File: src/hw/reactive_energy_consts.vh
// Constants shared by the reactive energy accumulator and its helper modules.
`ifndef REACTIVE_ENERGY_CONSTS_VH
`define REACTIVE_ENERGY_CONSTS_VH

// Register offsets on the special function register port.
`define OFS_REACTIVE_ENERGY 8'h04
`define OFS_REACTIVE_ENERGY_READ_RESET 8'h08
`define OFS_WAVEFORM_SELECT 8'h0D
`define OFS_NOLOAD_CONFIG 8'h0E
`define OFS_ACCUMULATION_CONFIG 8'h0F
`define OFS_REACTIVE_GAIN 8'h1E
`define OFS_REACTIVE_DIVIDER 8'h25
`define OFS_IRQ_ENABLE_ONE 8'hD9
`define OFS_IRQ_ENABLE_TWO 8'hDA
`define OFS_IRQ_ENABLE_THREE 8'hDB
`define OFS_IRQ_STATUS_ONE 8'hDC
`define OFS_IRQ_STATUS_TWO 8'hDD

// Field positions.
`define BIT_ACTIVE_SIGN_STEERED 2
`define BIT_ABSOLUTE_REACTIVE 3
`define BIT_SIGN_POLARITY 5
`define BIT_NOLOAD_FLAG 1
`define BIT_SIGN_CHANGE_FLAG 4
`define BIT_HALF_FULL_FLAG 1
`define BIT_OVERFLOW_FLAG 2
`define BIT_WAVEFORM_SAMPLE_ENABLE 5
`define NOLOAD_LEVEL_HI 3
`define NOLOAD_LEVEL_LO 2
`define WAVE_SOURCE_HI 4
`define WAVE_SOURCE_LO 2
`define WAVE_SOURCE_REACTIVE 3'h3
`define WAVE_RATE_HI 1
`define WAVE_RATE_LO 0

// Reset values of the writable registers.
`define RST_BYTE 8'h00
`define RST_GAIN 12'h000

// No-load thresholds on a 24-bit power word, full scale 2^23.
`define NOLOAD_THRESH_LEVEL1 24'h0004EA
`define NOLOAD_THRESH_LEVEL2 24'h000275
`define NOLOAD_THRESH_LEVEL3 24'h000136

// Accumulation cadence in master clock cycles.
`define ACC_TICK_CYCLES 3'h5
`define ACC_TICK_LAST 3'h4

// Waveform base rate and the clock it is derived from.
`define CLOCK_HZ 125000000
`define WAVE_BASE_RATE_HZ 25600
`define WAVE_BASE_CYCLES (`CLOCK_HZ / `WAVE_BASE_RATE_HZ)

`endif

File: src/hw/reactive_gain_divide.v
// Gain scaling and energy divider stage of the reactive power path.
`timescale 1ns/100ps
`include "reactive_energy_consts.vh"

module reactive_gain_divide (
  input wire ref_clk_i, // Master clock.
  input wire reset_i, // Synchronous reset, active high.
  input wire signed [23:0] power_i, // Filtered reactive power.
  input wire [11:0] gain_i, // Signed gain trim.
  input wire [7:0] divider_i, // Unsigned energy divider.
  output reg signed [23:0] power_o // Scaled and divided power.
);

  wire signed [13:0] gain_s;
  wire signed [37:0] scaled;
  wire signed [24:0] trimmed;
  wire [24:0] magnitude;
  wire [7:0] div_eff;
  wire [24:0] quotient;
  wire [24:0] result;

  // Gain is one plus a signed twelve-bit fraction of 4096; 14 bits keep unity positive.
  assign gain_s = 14'sh1000 + $signed({{2{gain_i[11]}}, gain_i});
  assign scaled = power_i * gain_s;
  assign trimmed = scaled[36:12];
  // Division acts on the magnitude so rounding is symmetric about zero.
  assign magnitude = trimmed[24] ? (25'h0 - trimmed) : trimmed;
  assign div_eff = (divider_i == 8'h00) ? 8'h01 : divider_i;
  assign quotient = magnitude / {17'h0, div_eff};
  assign result = trimmed[24] ? (25'h0 - quotient) : quotient;

  // The word is registered; a gain above unity may clip, so saturate.
  always @(posedge ref_clk_i) begin
    if (reset_i) begin
      power_o <= 24'h000000;
    end else if (result[24] != result[23]) begin
      power_o <= result[24] ? 24'h800000 : 24'h7FFFFF;
    end else begin
      power_o <= result[23:0];
    end
  end

endmodule

File: src/hw/waveform_sampler.v
// Waveform sample strobe generator for the reactive power word.
`timescale 1ns/100ps
`include "reactive_energy_consts.vh"

module waveform_sampler #(
  parameter BASE_CYCLES = `WAVE_BASE_CYCLES // Cycles per sample at the fastest rate.
) (
  input wire ref_clk_i, // Master clock.
  input wire reset_i, // Synchronous reset, active high.
  input wire enable_i, // Sampling enabled and source selected.
  input wire [1:0] rate_i, // 0 fastest, each step halves the rate.
  input wire signed [23:0] power_i, // Word to sample.
  output reg [23:0] wave_data_o, // Latest sample.
  output reg wave_valid_o // One-cycle pulse per sample.
);

  reg [15:0] count_q;
  wire [15:0] period;

  // Slower rates stretch the base period by powers of two.
  assign period = BASE_CYCLES[15:0] << rate_i;

  // A disabled sampler restarts its period so the first sample is a full one.
  always @(posedge ref_clk_i) begin
    if (reset_i) begin
      count_q <= 16'h0000;
      wave_data_o <= 24'h000000;
      wave_valid_o <= 1'b0;
    end else begin
      wave_valid_o <= 1'b0;
      if (!enable_i) begin
        count_q <= 16'h0000;
      end else if (count_q >= period - 16'h0001) begin
        count_q <= 16'h0000;
        wave_data_o <= power_i;
        wave_valid_o <= 1'b1;
      end else begin
        count_q <= count_q + 16'h0001;
      end
    end
  end

endmodule

File: src/hw/reactive_energy_accumulator.v
// Reactive power sign, no-load detection and energy accumulation datapath.
`timescale 1ns/100ps
`include "reactive_energy_consts.vh"

// Contract
// - Reactive power sign follows phase angle sign.
// - Integrator on shifts -90, off shifts +90.
// - Polarity clear: flag on positive-to-negative change.
// - Polarity set: flag on negative-to-positive change.
// - Enabled sign flag holds interrupt until cleared.
// - Below no-load threshold: no accumulation, flag set.
// - Enabled no-load flag holds interrupt until cleared.
// - Level field selects off or three thresholds.
// - 49-bit accumulator, upper 24 bits readable.
// - One sample added every five clocks.
// - Default signed; absolute wins over steered mode.
// - Steered mode negates when active power negative.
// - Absolute mode accumulates reactive power magnitude.
// - Divide by divider; zero means one.
// - Read-reset returns energy, clears upper bits.
// - Energy wraps around at both full scales.
// - Half-full and overflow raise enabled interrupt.
// - Enabled waveform mode presents samples at rate.
// - Scale power by one plus gain/4096.
module reactive_energy_accumulator #(
  parameter WAVE_BASE_CYCLES = `WAVE_BASE_CYCLES, // Clocks per sample at the fastest rate.
  parameter ACC_W = 49 // Internal accumulator width.
) (
  input wire ref_clk_i, // Master clock.
  input wire reset_i, // Synchronous reset, active high.
  input wire sample_valid_i, // New voltage and current pair.
  input wire signed [15:0] voltage_i, // Voltage channel sample.
  input wire signed [15:0] current_quad_i, // Current after the quadrature filter.
  input wire integrator_on_i, // Current channel integrator enabled.
  input wire active_power_neg_i, // Active power is negative.
  input wire [7:0] sfr_addr_i, // Register offset.
  input wire [23:0] sfr_wdata_i, // Write data, low bits used.
  input wire sfr_wr_i, // Write strobe.
  input wire sfr_rd_i, // Read strobe.
  output reg [23:0] sfr_rdata_o, // Read data, one cycle after the strobe.
  output wire irq_o, // Metering interrupt pending.
  output wire [23:0] wave_data_o, // Waveform sample.
  output wire wave_valid_o // Waveform sample strobe.
);

  // Writable configuration registers.
  reg [7:0] waveform_select_q;
  reg [7:0] noload_config_q;
  reg [7:0] accumulation_config_q;
  reg [11:0] reactive_gain_q;
  reg [7:0] reactive_divider_q;
  reg [7:0] irq_enable_one_q;
  reg [7:0] irq_enable_two_q;
  reg [7:0] irq_enable_three_q;
  reg [7:0] irq_status_one_q;
  reg [7:0] irq_status_one_d;
  reg [7:0] irq_status_two_q;
  reg [7:0] irq_status_two_d;

  // Datapath state.
  reg signed [23:0] inst_q;
  reg signed [23:0] lpf_q;
  reg [ACC_W-1:0] acc_q;
  reg [ACC_W-1:0] acc_d;
  reg [2:0] tick_cnt_q;
  reg prev_neg_q;
  reg half_q;

  wire signed [31:0] product;
  wire signed [23:0] prod_word;
  wire signed [24:0] lpf_diff;
  wire signed [24:0] lpf_step;
  wire signed [23:0] power;
  wire tick;
  wire wr_hit;
  wire rr_read;
  wire abs_mode;
  wire steer_mode;
  wire polarity;
  wire [1:0] noload_level;
  wire [23:0] power_mag;
  wire [23:0] noload_thresh;
  wire noload;
  reg signed [24:0] delta;
  wire [ACC_W-1:0] delta_ext;
  wire [ACC_W-1:0] acc_sum;
  wire [23:0] energy;
  wire [23:0] energy_next;
  wire sign_event;
  wire half_now;
  wire wrap_event;
  wire wave_enable;

  // Threshold chosen by the no-load level field; zero turns detection off.
  function [23:0] noload_threshold;
    input [1:0] level;
    begin
      case (level)
        2'h1: noload_threshold = `NOLOAD_THRESH_LEVEL1;
        2'h2: noload_threshold = `NOLOAD_THRESH_LEVEL2;
        2'h3: noload_threshold = `NOLOAD_THRESH_LEVEL3;
        default: noload_threshold = 24'h000000;
      endcase
    end
  endfunction

  // Offset decode shared by the write and read paths.
  function is_offset;
    input [7:0] addr;
    input [7:0] ofs;
    begin
      is_offset = (addr == ofs);
    end
  endfunction

  // The quadrature filter leads by 90 degrees with the integrator off and
  // lags by 90 with it on; flipping the product in the second case keeps
  // the sign tied to the phase angle either way.
  assign product = voltage_i * current_quad_i;
  assign prod_word = product[30:7];

  always @(posedge ref_clk_i) begin
    if (reset_i) begin
      inst_q <= 24'h000000;
    end else if (sample_valid_i) begin
      inst_q <= integrator_on_i ? (24'h000000 - prod_word) : prod_word;
    end
  end

  // Low-pass filter keeps the DC part, which is the signed reactive power.
  // The double-frequency ripple is left small and averages out in energy.
  assign lpf_diff = {inst_q[23], inst_q} - {lpf_q[23], lpf_q};
  assign lpf_step = lpf_diff >>> 4;

  always @(posedge ref_clk_i) begin
    if (reset_i) begin
      lpf_q <= 24'h000000;
    end else if (sample_valid_i) begin
      lpf_q <= lpf_q + lpf_step[23:0];
    end
  end

  // Gain trim and divider sit in their own registered stage.
  reactive_gain_divide u_gain_divide (
    .ref_clk_i(ref_clk_i),
    .reset_i(reset_i),
    .power_i(lpf_q),
    .gain_i(reactive_gain_q),
    .divider_i(reactive_divider_q),
    .power_o(power)
  );

  // Accumulation cadence: one addition every five master clocks.
  assign tick = (tick_cnt_q == `ACC_TICK_LAST);

  always @(posedge ref_clk_i) begin
    if (reset_i) begin
      tick_cnt_q <= 3'h0;
    end else if (tick) begin
      tick_cnt_q <= 3'h0;
    end else begin
      tick_cnt_q <= tick_cnt_q + 3'h1;
    end
  end

  // Mode and no-load decoding.
  assign abs_mode = accumulation_config_q[`BIT_ABSOLUTE_REACTIVE];
  assign steer_mode = accumulation_config_q[`BIT_ACTIVE_SIGN_STEERED];
  assign polarity = accumulation_config_q[`BIT_SIGN_POLARITY];
  assign noload_level = noload_config_q[`NOLOAD_LEVEL_HI:`NOLOAD_LEVEL_LO];
  assign power_mag = power[23] ? (24'h000000 - power) : power;
  assign noload_thresh = noload_threshold(noload_level);
  assign noload = (noload_level != 2'h0) && (power_mag < noload_thresh);

  // Amount added per tick; absolute mode is checked first so it wins.
  // The word is one bit wider so negating full-scale negative is exact.
  always @* begin
    if (abs_mode) begin
      delta = {1'b0, power_mag};
    end else if (steer_mode && active_power_neg_i) begin
      delta = 25'h0000000 - {power[23], power};
    end else begin
      delta = {power[23], power};
    end
  end

  assign delta_ext = {{(ACC_W-25){delta[24]}}, delta};
  assign acc_sum = acc_q + delta_ext;
  assign energy = acc_q[ACC_W-1:ACC_W-24];
  assign rr_read = sfr_rd_i && is_offset(sfr_addr_i, `OFS_REACTIVE_ENERGY_READ_RESET);

  // Accumulator update; a read-reset in a tick cycle still keeps the new
  // sample, only the upper 24 bits are zeroed.
  always @* begin
    acc_d = acc_q;
    if (tick && !noload) begin
      acc_d = acc_sum;
    end
    if (rr_read) begin
      acc_d = {24'h000000, acc_d[ACC_W-25:0]};
    end
  end

  // Two's complement addition wraps at both full scales by itself.
  always @(posedge ref_clk_i) begin
    if (reset_i) begin
      acc_q <= {ACC_W{1'b0}};
    end else begin
      acc_q <= acc_d;
    end
  end

  // Wrap and half-full events from the readable upper bits.
  assign energy_next = acc_sum[ACC_W-1:ACC_W-24];
  assign wrap_event = tick && !noload &&
                      (energy[23] != energy_next[23]) &&
                      (energy_next[23] != delta[24]);
  assign half_now = energy[23] ^ energy[22];

  always @(posedge ref_clk_i) begin
    if (reset_i) begin
      half_q <= 1'b0;
    end else begin
      half_q <= half_now;
    end
  end

  // Sign tracking; zero is treated as positive.
  assign sign_event = tick &&
                      (polarity ? (prev_neg_q && !power[23])
                                : (!prev_neg_q && power[23]));

  always @(posedge ref_clk_i) begin
    if (reset_i) begin
      prev_neg_q <= 1'b0;
    end else if (tick) begin
      prev_neg_q <= power[23];
    end
  end

  // Status flags: a write of zero clears a bit, and an event in the same
  // cycle sets it again so nothing is lost.
  assign wr_hit = sfr_wr_i;

  always @* begin
    irq_status_one_d = irq_status_one_q;
    irq_status_two_d = irq_status_two_q;
    if (wr_hit && is_offset(sfr_addr_i, `OFS_IRQ_STATUS_ONE)) begin
      irq_status_one_d = irq_status_one_q & sfr_wdata_i[7:0];
    end
    if (wr_hit && is_offset(sfr_addr_i, `OFS_IRQ_STATUS_TWO)) begin
      irq_status_two_d = irq_status_two_q & sfr_wdata_i[7:0];
    end
    if (noload) begin
      irq_status_one_d[`BIT_NOLOAD_FLAG] = 1'b1;
    end
    if (sign_event) begin
      irq_status_one_d[`BIT_SIGN_CHANGE_FLAG] = 1'b1;
    end
    if (half_now && !half_q) begin
      irq_status_two_d[`BIT_HALF_FULL_FLAG] = 1'b1;
    end
    if (wrap_event) begin
      irq_status_two_d[`BIT_OVERFLOW_FLAG] = 1'b1;
    end
  end

  always @(posedge ref_clk_i) begin
    if (reset_i) begin
      irq_status_one_q <= `RST_BYTE;
      irq_status_two_q <= `RST_BYTE;
    end else begin
      irq_status_one_q <= irq_status_one_d;
      irq_status_two_q <= irq_status_two_d;
    end
  end

  // Interrupt stays pending while any enabled flag remains set.
  assign irq_o = |(irq_status_one_q & irq_enable_one_q) |
                 |(irq_status_two_q & irq_enable_two_q);

  // Configuration writes.
  always @(posedge ref_clk_i) begin
    if (reset_i) begin
      waveform_select_q <= `RST_BYTE;
      noload_config_q <= `RST_BYTE;
      accumulation_config_q <= `RST_BYTE;
      reactive_gain_q <= `RST_GAIN;
      reactive_divider_q <= `RST_BYTE;
      irq_enable_one_q <= `RST_BYTE;
      irq_enable_two_q <= `RST_BYTE;
      irq_enable_three_q <= `RST_BYTE;
    end else if (wr_hit) begin
      if (is_offset(sfr_addr_i, `OFS_WAVEFORM_SELECT)) begin
        waveform_select_q <= sfr_wdata_i[7:0];
      end
      if (is_offset(sfr_addr_i, `OFS_NOLOAD_CONFIG)) begin
        noload_config_q <= sfr_wdata_i[7:0];
      end
      if (is_offset(sfr_addr_i, `OFS_ACCUMULATION_CONFIG)) begin
        accumulation_config_q <= sfr_wdata_i[7:0];
      end
      if (is_offset(sfr_addr_i, `OFS_REACTIVE_GAIN)) begin
        reactive_gain_q <= sfr_wdata_i[11:0];
      end
      if (is_offset(sfr_addr_i, `OFS_REACTIVE_DIVIDER)) begin
        reactive_divider_q <= sfr_wdata_i[7:0];
      end
      if (is_offset(sfr_addr_i, `OFS_IRQ_ENABLE_ONE)) begin
        irq_enable_one_q <= sfr_wdata_i[7:0];
      end
      if (is_offset(sfr_addr_i, `OFS_IRQ_ENABLE_TWO)) begin
        irq_enable_two_q <= sfr_wdata_i[7:0];
      end
      if (is_offset(sfr_addr_i, `OFS_IRQ_ENABLE_THREE)) begin
        irq_enable_three_q <= sfr_wdata_i[7:0];
      end
    end
  end

  // Read path: registered, unmapped offsets read as zero.
  always @(posedge ref_clk_i) begin
    if (reset_i) begin
      sfr_rdata_o <= 24'h000000;
    end else if (sfr_rd_i) begin
      case (sfr_addr_i)
        `OFS_REACTIVE_ENERGY: sfr_rdata_o <= energy;
        `OFS_REACTIVE_ENERGY_READ_RESET: sfr_rdata_o <= energy;
        `OFS_WAVEFORM_SELECT: sfr_rdata_o <= {16'h0000, waveform_select_q};
        `OFS_NOLOAD_CONFIG: sfr_rdata_o <= {16'h0000, noload_config_q};
        `OFS_ACCUMULATION_CONFIG: sfr_rdata_o <= {16'h0000, accumulation_config_q};
        `OFS_REACTIVE_GAIN: sfr_rdata_o <= {12'h000, reactive_gain_q};
        `OFS_REACTIVE_DIVIDER: sfr_rdata_o <= {16'h0000, reactive_divider_q};
        `OFS_IRQ_ENABLE_ONE: sfr_rdata_o <= {16'h0000, irq_enable_one_q};
        `OFS_IRQ_ENABLE_TWO: sfr_rdata_o <= {16'h0000, irq_enable_two_q};
        `OFS_IRQ_ENABLE_THREE: sfr_rdata_o <= {16'h0000, irq_enable_three_q};
        `OFS_IRQ_STATUS_ONE: sfr_rdata_o <= {16'h0000, irq_status_one_q};
        `OFS_IRQ_STATUS_TWO: sfr_rdata_o <= {16'h0000, irq_status_two_q};
        default: sfr_rdata_o <= 24'h000000;
      endcase
    end
  end

  // Waveform output only runs with reactive power selected and sampling on.
  assign wave_enable = irq_enable_three_q[`BIT_WAVEFORM_SAMPLE_ENABLE] &&
                       (waveform_select_q[`WAVE_SOURCE_HI:`WAVE_SOURCE_LO] ==
                        `WAVE_SOURCE_REACTIVE);

  waveform_sampler #(
    .BASE_CYCLES(WAVE_BASE_CYCLES)
  ) u_waveform_sampler (
    .ref_clk_i(ref_clk_i),
    .reset_i(reset_i),
    .enable_i(wave_enable),
    .rate_i(waveform_select_q[`WAVE_RATE_HI:`WAVE_RATE_LO]),
    .power_i(power),
    .wave_data_o(wave_data_o),
    .wave_valid_o(wave_valid_o)
  );

endmodule

File: config.mk
export PLATFORM = sky130hd
export DESIGN_NAME = reactive_energy_accumulator
export DESIGN_NICKNAME = d
export VERILOG_FILES = /design/src/hw/reactive_gain_divide.v /design/src/hw/waveform_sampler.v /design/src/hw/reactive_energy_accumulator.v
export VERILOG_INCLUDE_DIRS = /design/src /design/src/hw
export SDC_FILE = /design/constraint.sdc
export NUM_CORES = 2
export LEC_CHECK = 0
export BUFFER_PORTS_ARGS = -buffer_cell sky130_fd_sc_hd__clkbuf_2
export CORE_ASPECT_RATIO = 0.75
export CORE_UTILIZATION = 45
export DETAILED_ROUTE_END_ITERATION = 6
export GPL_TIMING_DRIVEN = 0
export PLACE_DENSITY = 0.68
export SLEW_MARGIN = 20
export SYNTH_ARGS = -nofsm -noshare
export SYNTH_HDL_FRONTEND = slang
export SYNTH_HIERARCHICAL = 1
export SYNTH_SLANG_ARGS = --single-unit
File: constraint.sdc
create_clock -name ref_clk_i -period 74.5 [get_ports ref_clk_i]
set_clock_uncertainty 0.2 [all_clocks]
set_input_delay 14.9 -clock ref_clk_i [delete_from_list [all_inputs] [get_ports ref_clk_i]]
set_output_delay 14.9 -clock ref_clk_i [all_outputs]
set_load 0.005 [all_outputs]
======== Word level (Yosys, flattened, before mapping) ========
Cells that the tools add are included.
word-level totals
  register bits ........................... 275
  bits of input ports ..................... 71
  output and inout port bits .............. 50
  word-level logic and storage cells ...... 130
operators by class
  add/subtract/negate cells ............... 12
  $mul .................................... 2
  div/mod/pow operators ................... 1
  $lt $le $gt $ge ......................... 2
  equality and inequality tests ........... 20
  shift-type cells ........................ 1
  mux-type cells .......................... 20
  bitwise gates (word level) .............. 7
  reduce and logical (&&, ||, !) cells .... 39
operators by type and width
  operator                  number
  $pmux W24 S11             1
  $mux W25                  5
  $mux W24                  4
  $sub A1 B25 Y25 const A   2
  $add A49 B49 Y49          1
  $sub A1 B24 Y24 const A   2
  $eq A8 B8 Y1 const B      5
  $mul A24 B14 Y37          1
  $pmux W11 S3              1
  $and A8 B8 Y8             4
  $eq A8 B4 Y1 const B      4
  $mul A16 B16 Y31          1
  $div A25 B8 Y25           1
  $sub A1 B24 Y25 const A   1
  $sub A24 B24 Y25          1
  $add A24 B24 Y24          1
  $lt A24 B24 Y1            1
  $reduce_and A2 Y1         9
  $add A16 B1 Y16 const B   1
  $ge A16 B16 Y1            1
  $reduce_or A8 Y1          2
  $shl A13 B2 Y16 const A   1
  $sub A16 B1 Y16 const B   1
  $add A14 B12 Y14 const A  1
  22 further kinds          52

======== Logic depth before layout (Yosys ltp) ========
  depth in word-level cells ............... 9
  gate-level depth with buffers ........... 368
  depth with buffers taken out ............ 342

======== Modules after synthesis ========
The synthesis kept the hierarchy.
by module, submodules not included
  module                       instances  cells each  area each (µm²)  seq. area each (µm²)
  reactive_gain_divide         1          3278        25064.0          480.5
  reactive_energy_accumulator  1          2963        24305.8          4204.0
  waveform_sampler             1          226         2164.6           820.8

======== Worst setup path before layout ========
No wires, ideal clock.
  path kind ............................... register to register
  from .................................... register reactive_gain_q[7]
  to ...................................... register u_gain_divide.power_o[20]
  library setup time ...................... 0.069 ns
  arrival time ............................ 69.753 ns
  data required time ...................... 74.231 ns
  setup slack ............................. 4.478 ns
  cell stages (with the launch flop) ...... 353
  buffers on the path ..................... 29
  cell sequence ........................... dfxtp_1 > clkbuf_1 > nand2_1 > fa_1 > fa_1 > fa_1 > inv_1 > fa_1 > fa_1 > fa_1 > ha_1 > buf_2 > a21oi_1 > o21ai_1 > or2_2 > mux2i_1 > or2_2 > ha_1 > [... 317 more ...] > a21oi_1 > nor2b_1 > o21ai_0 > nand2b_1 > a2111oi_0 > nand4_1 > nor4_1 > nand4b_1 > nor3_1 > o21a_1 > ha_1 > nand4_1 > nor4_1 > a31oi_1 > xor2_1 > nand3b_2 > buf_2 > o21ai_1
between the ends
  cells in the longest elaborated chain, start to end .. 9
ends and longest elaborated chain
  element                                   RTL line                                              text
  start: declaration                        reactive_energy_accumulator.v:50                      reg [11:0] reactive_gain_q;
  start signal: assignment                  reactive_energy_accumulator.v:288                     reactive_gain_q <= `RST_GAIN;
  start signal: assignment                  reactive_energy_accumulator.v:304                     reactive_gain_q <= sfr_wdata_i[11:0];
  $add A14 B12 Y14 *                        reactive_gain_divide.v:23                             assign gain_s = 14'sh1000 + $signed({{2{gain_i[11]}}, gain_i});
  $mul A24 B14 Y37 *                        reactive_gain_divide.v:24                             assign scaled = power_i * gain_s;
  $sub A1 B25 Y25                           reactive_gain_divide.v:27                             assign magnitude = trimmed[24] ? (25'h0 - trimmed) : trimmed;
  $mux W25                                  reactive_gain_divide.v:27
  $div A25 B8 Y25                           reactive_gain_divide.v:29                             assign quotient = magnitude / {17'h0, div_eff};
  $sub A1 B25 Y25                           reactive_gain_divide.v:30                             assign result = trimmed[24] ? (25'h0 - quotient) : quotient;
  $mux W25 *                                reactive_gain_divide.v:30
  $mux W24 or $ne A1 B1 Y1 (tied branches)  reactive_gain_divide.v:37, reactive_gain_divide.v:36
  $mux W24 *                                reactive_gain_divide.v:36                             end else if (result[24] != result[23]) begin
  end signal: assignment                    reactive_gain_divide.v:37                             power_o <= result[24] ? 24'h800000 : 24'h7FFFFF;
  end signal: assignment                    reactive_gain_divide.v:39                             power_o <= result[23:0];
  end: declaration                          reactive_gain_divide.v:11                             output reg signed [23:0] power_o
Every way passes the cells marked *; elsewhere a longest branch is shown, timed or not.
A chain may end at the register's enable or synchronous reset.

======== Worst setup path in the final report ========
  from .................................... register reactive_gain_q[5]
  to ...................................... register u_gain_divide.power_o[4]
Same word-level chain as after synthesis.

==> out/metrics.yaml <==
outcome: "completed"
crit_family: "compound AO/OA/AOI/OAI gates"
setup_violations: 0
yosys_most_used_dff: "dfxtp_1"
min_period_ns: 70.82
clkSinkCount: 275
max-slew-margin-rel_pct: 19.9
tightest_slew_ns: 1.18
max_cap_viol_count: 0
yosys.cell_types.count: 128
dp_hpwl_um: 132000
grt_pass1_wl_um: 253000
crit_slowest_cell: "fa_1"
required_ns: 74.77
synth_edf_count: 0
ys_seq_elements: 275
crit_arrival_ns: 71.09
cts_tree: "yes"
clockRootBuffer: "clkbuf_16"
synth-xor-area-share_pct: 5.27
timing.critical_path.mode_cell: "o21a_1"
hold_viol: 0
max_freq_mhz: 14.1
portBuffers: 96
synth_top_family_by_area: "adder cells"
wl_um: 162000
rows: 107
dp_cells: 8091
cts_buffers: 27
slew_violations: 0
first_global_vias: 45400
setup_slack_ns: 3.68
final_cells: 8216
yosysSeqAreaShare_pct: 10.7
ant_nets: 0
synth_fa_ha_area_share_pct: 32.2
syn_area_um2: 51500
syn_avg_cell_area_um2: 7.97
synthToLayoutAreaGrowth_pct: 9.60
dieArea_um2: 116000
dieWidth_um: 393
drtPass1Iterations: 6
synth-simple-area-share_pct: 21.6
start_util_pct: 45.4
grt-ovfl-total: 0
insertion_delay_ns: 0.61
drive_above_1_share_pct: 9.43
cts.reportedPaths.clkPinSlew_ns: 0.07
drt-vias-per-instance: 5.83
ios: 121
vias: 47900
drtIter0Drc: 4351
hold_path.class: "reg2reg"
whs_ns: 0.229
coreArea_um2: 114000
cp-start-kind: "flop"
fin_util_pct: 49.7
dp_slack_ns: -10.14
post_drt_wl_per_cell_um: 19.7
cp.buffers_inverters: 43
grt_max_degree: 26
syn_nets: 7551
yosysWarnings: 6
critPathMaxStageDelay_ns: 0.54
synth.area.mux_share_pct: 3.71
synth-compound-area-share_pct: 18.8
synth-async-reset-ratio_pct: 0
crit_path_max_fanout: 10
min_period_over_period_pct: 95.1
cts_hold_buf: 0
synth_cells: 6467
htreeDepth: 1
clk_path_buf_depth: 3
antenna_found_initial: 5
final_nets: 7751
die_h_um: 295
worstSetupPathType: "reg2reg"
gp_congestion: 0.963
drc: 0
gr-usage-all-layers_pct: 27.3
critPathCaptureType: "flop"
==> layout by cell type, fill, tap and decap left out, types with 32 or more instances in the layout <==
cell type	netlist	final
nand4_1	63	63
nand2_1	664	659
nand2b_1	106	106
clkbuf_1	234	165
and2_1	294	292
clkbuf_2	0	117
nor2b_1	37	34
fa_1	520	519
xnor2_1	212	210
or2_2	38	37
buf_4	4	99
o31ai_1	72	72
a21o_1	95	95
inv_1	766	764
a211oi_1	47	44
xor2_1	96	91
ha_1	493	490
o21ai_0	190	177
o211ai_1	38	38
and3_1	45	42
nand3_1	138	135
or3_1	43	42
dfxtp_1	275	260
buf_2	22	32
nor3_1	198	196
o21ai_1	34	41
mux2i_1	115	111
nor2_1	426	415
mux2_2	59	59
a21oi_1	404	371
a31oi_1	63	63
o21a_1	149	143
==> through the flow <==
step	area, µm²	setup TNS [ns]
finish	56500	0
global route	56500	-9.97
CTS	55500	0
detailed placement	54000	-239.37
global placement	53900	-223.23
floorplan	51500	0
==> layout make-up <==
| type | instances | area (µm²) |
|---|---|---|
| diodes | 2 | 5.00 |
| inverters | 767 | 2880 |
| flip-flops and latches | 275 | 5530 |
| well taps | 1526 | 1910 |
| fillers | 11100 | 57000 |
| plain buffers | 267 | 1230 |
| multi-input cells | 5150 | 42800 |
| clock inverters | 16 | 241 |
| repair buffers | 179 | 1120 |
| clock buffers | 34 | 772 |
==> state kept, by name (all words and copies together), names as in the netlist, 12 cells and up <==
signal                          flops
u_waveform_sampler/wave_data_o     24
acc_q                              49
u_waveform_sampler/count_q         16
sfr_rdata_o                        24
lpf_q                              24
reactive_gain_q                    12
inst_q                             24
u_gain_divide/power_o              24
==> metal layers <==
| layer | vias up | global-route usage, % | share of wire, % |
|---|---|---|---|
| met5 | - | 0 | 0.017 |
| met4 | 4 | 5.37 | 2.0 |
| met3 | 172 | 5.94 | 10 |
| met2 | 1766 | 39.2 | 41 |
| met1 | 23400 | 41.6 | 47 |
| li1 | 22600 | - | - |
==> timing repair <==
action	4_1_cts	5_1_grt
pin swaps	12	42
setup endpoints to repair	24	24
gates resized for setup	123	219
buffers inserted	18	63
hold endpoints to repair	0	0
gates cloned	0	1
==> cell families after synthesis <==
logic type               after synthesis
AND/OR/NAND/NOR                     2219
AO/OA/AOI/OAI                       1426
buffers and inverters               1043
adder cells (fa/ha/maj)             1013
XOR/XNOR                             309
flip-flops                           275
multiplexers                         181
other                                  1
==> path summary, 6_finish.rpt <==
kind,from,to,slack (ns),cells past startpoint
min,half_q$_SDFF_PP0_,irq_status_two_q[1]$_SDFFE_PP0P_,0.23,1
max reg2reg,reactive_gain_q[5]$_SDFFE_PP0P_,u_gain_divide/power_o[4]$_SDFF_PP0_,3.68,350
min reg2reg,half_q$_SDFF_PP0_,irq_status_two_q[1]$_SDFFE_PP0P_,0.23,1
max,reactive_gain_q[5]$_SDFFE_PP0P_,u_gain_divide/power_o[4]$_SDFF_PP0_,3.68,350
==> cell usage after synthesis, types with 45 or more instances <==
cell type / n / share of area [%]
inv_1: 766 / 5.6
nand2_1: 664 / 4.8
fa_1: 520 / 20
ha_1: 493 / 12
nor2_1: 426 / 3.1
a21oi_1: 404 / 3.9
and2_1: 294 / 3.6
dfxtp_1: 275 / 11
clkbuf_1: 234 / 1.7
xnor2_1: 212 / 3.6
nor3_1: 198 / 1.9
o21ai_0: 190 / 1.8
o21a_1: 149 / 2.2
nand3_1: 138 / 1.3
mux2i_1: 115 / 2.2
nand2b_1: 106 / 1.3
xor2_1: 96 / 1.6
a21o_1: 95 / 1.4
o31ai_1: 72 / 1.0
a31oi_1: 63 / 0.76
nand4_1: 63 / 0.76
mux2_2: 59 / 1.3
a211oi_1: 47 / 0.68
and3_1: 45 / 0.55
==> worst reg2reg max path, delay by kind of cell, from the launching register on <==
kind / cells / cell delay (ns)
buffers and inverters: 43 / 7.06
AOI/OAI and AO/OA: 176 / 33.00
adders and majority gates: 33 / 11.22
muxes: 4 / 1.06
and+or+nand+nor: 93 / 17.45
xor gates and xnor gates: 1 / 0.18
DFF: 1 / 0.52
Power is left out: the tool's default activity adds up to more than one toggle a clock period on the data nets, which glitch-free logic cannot reach.
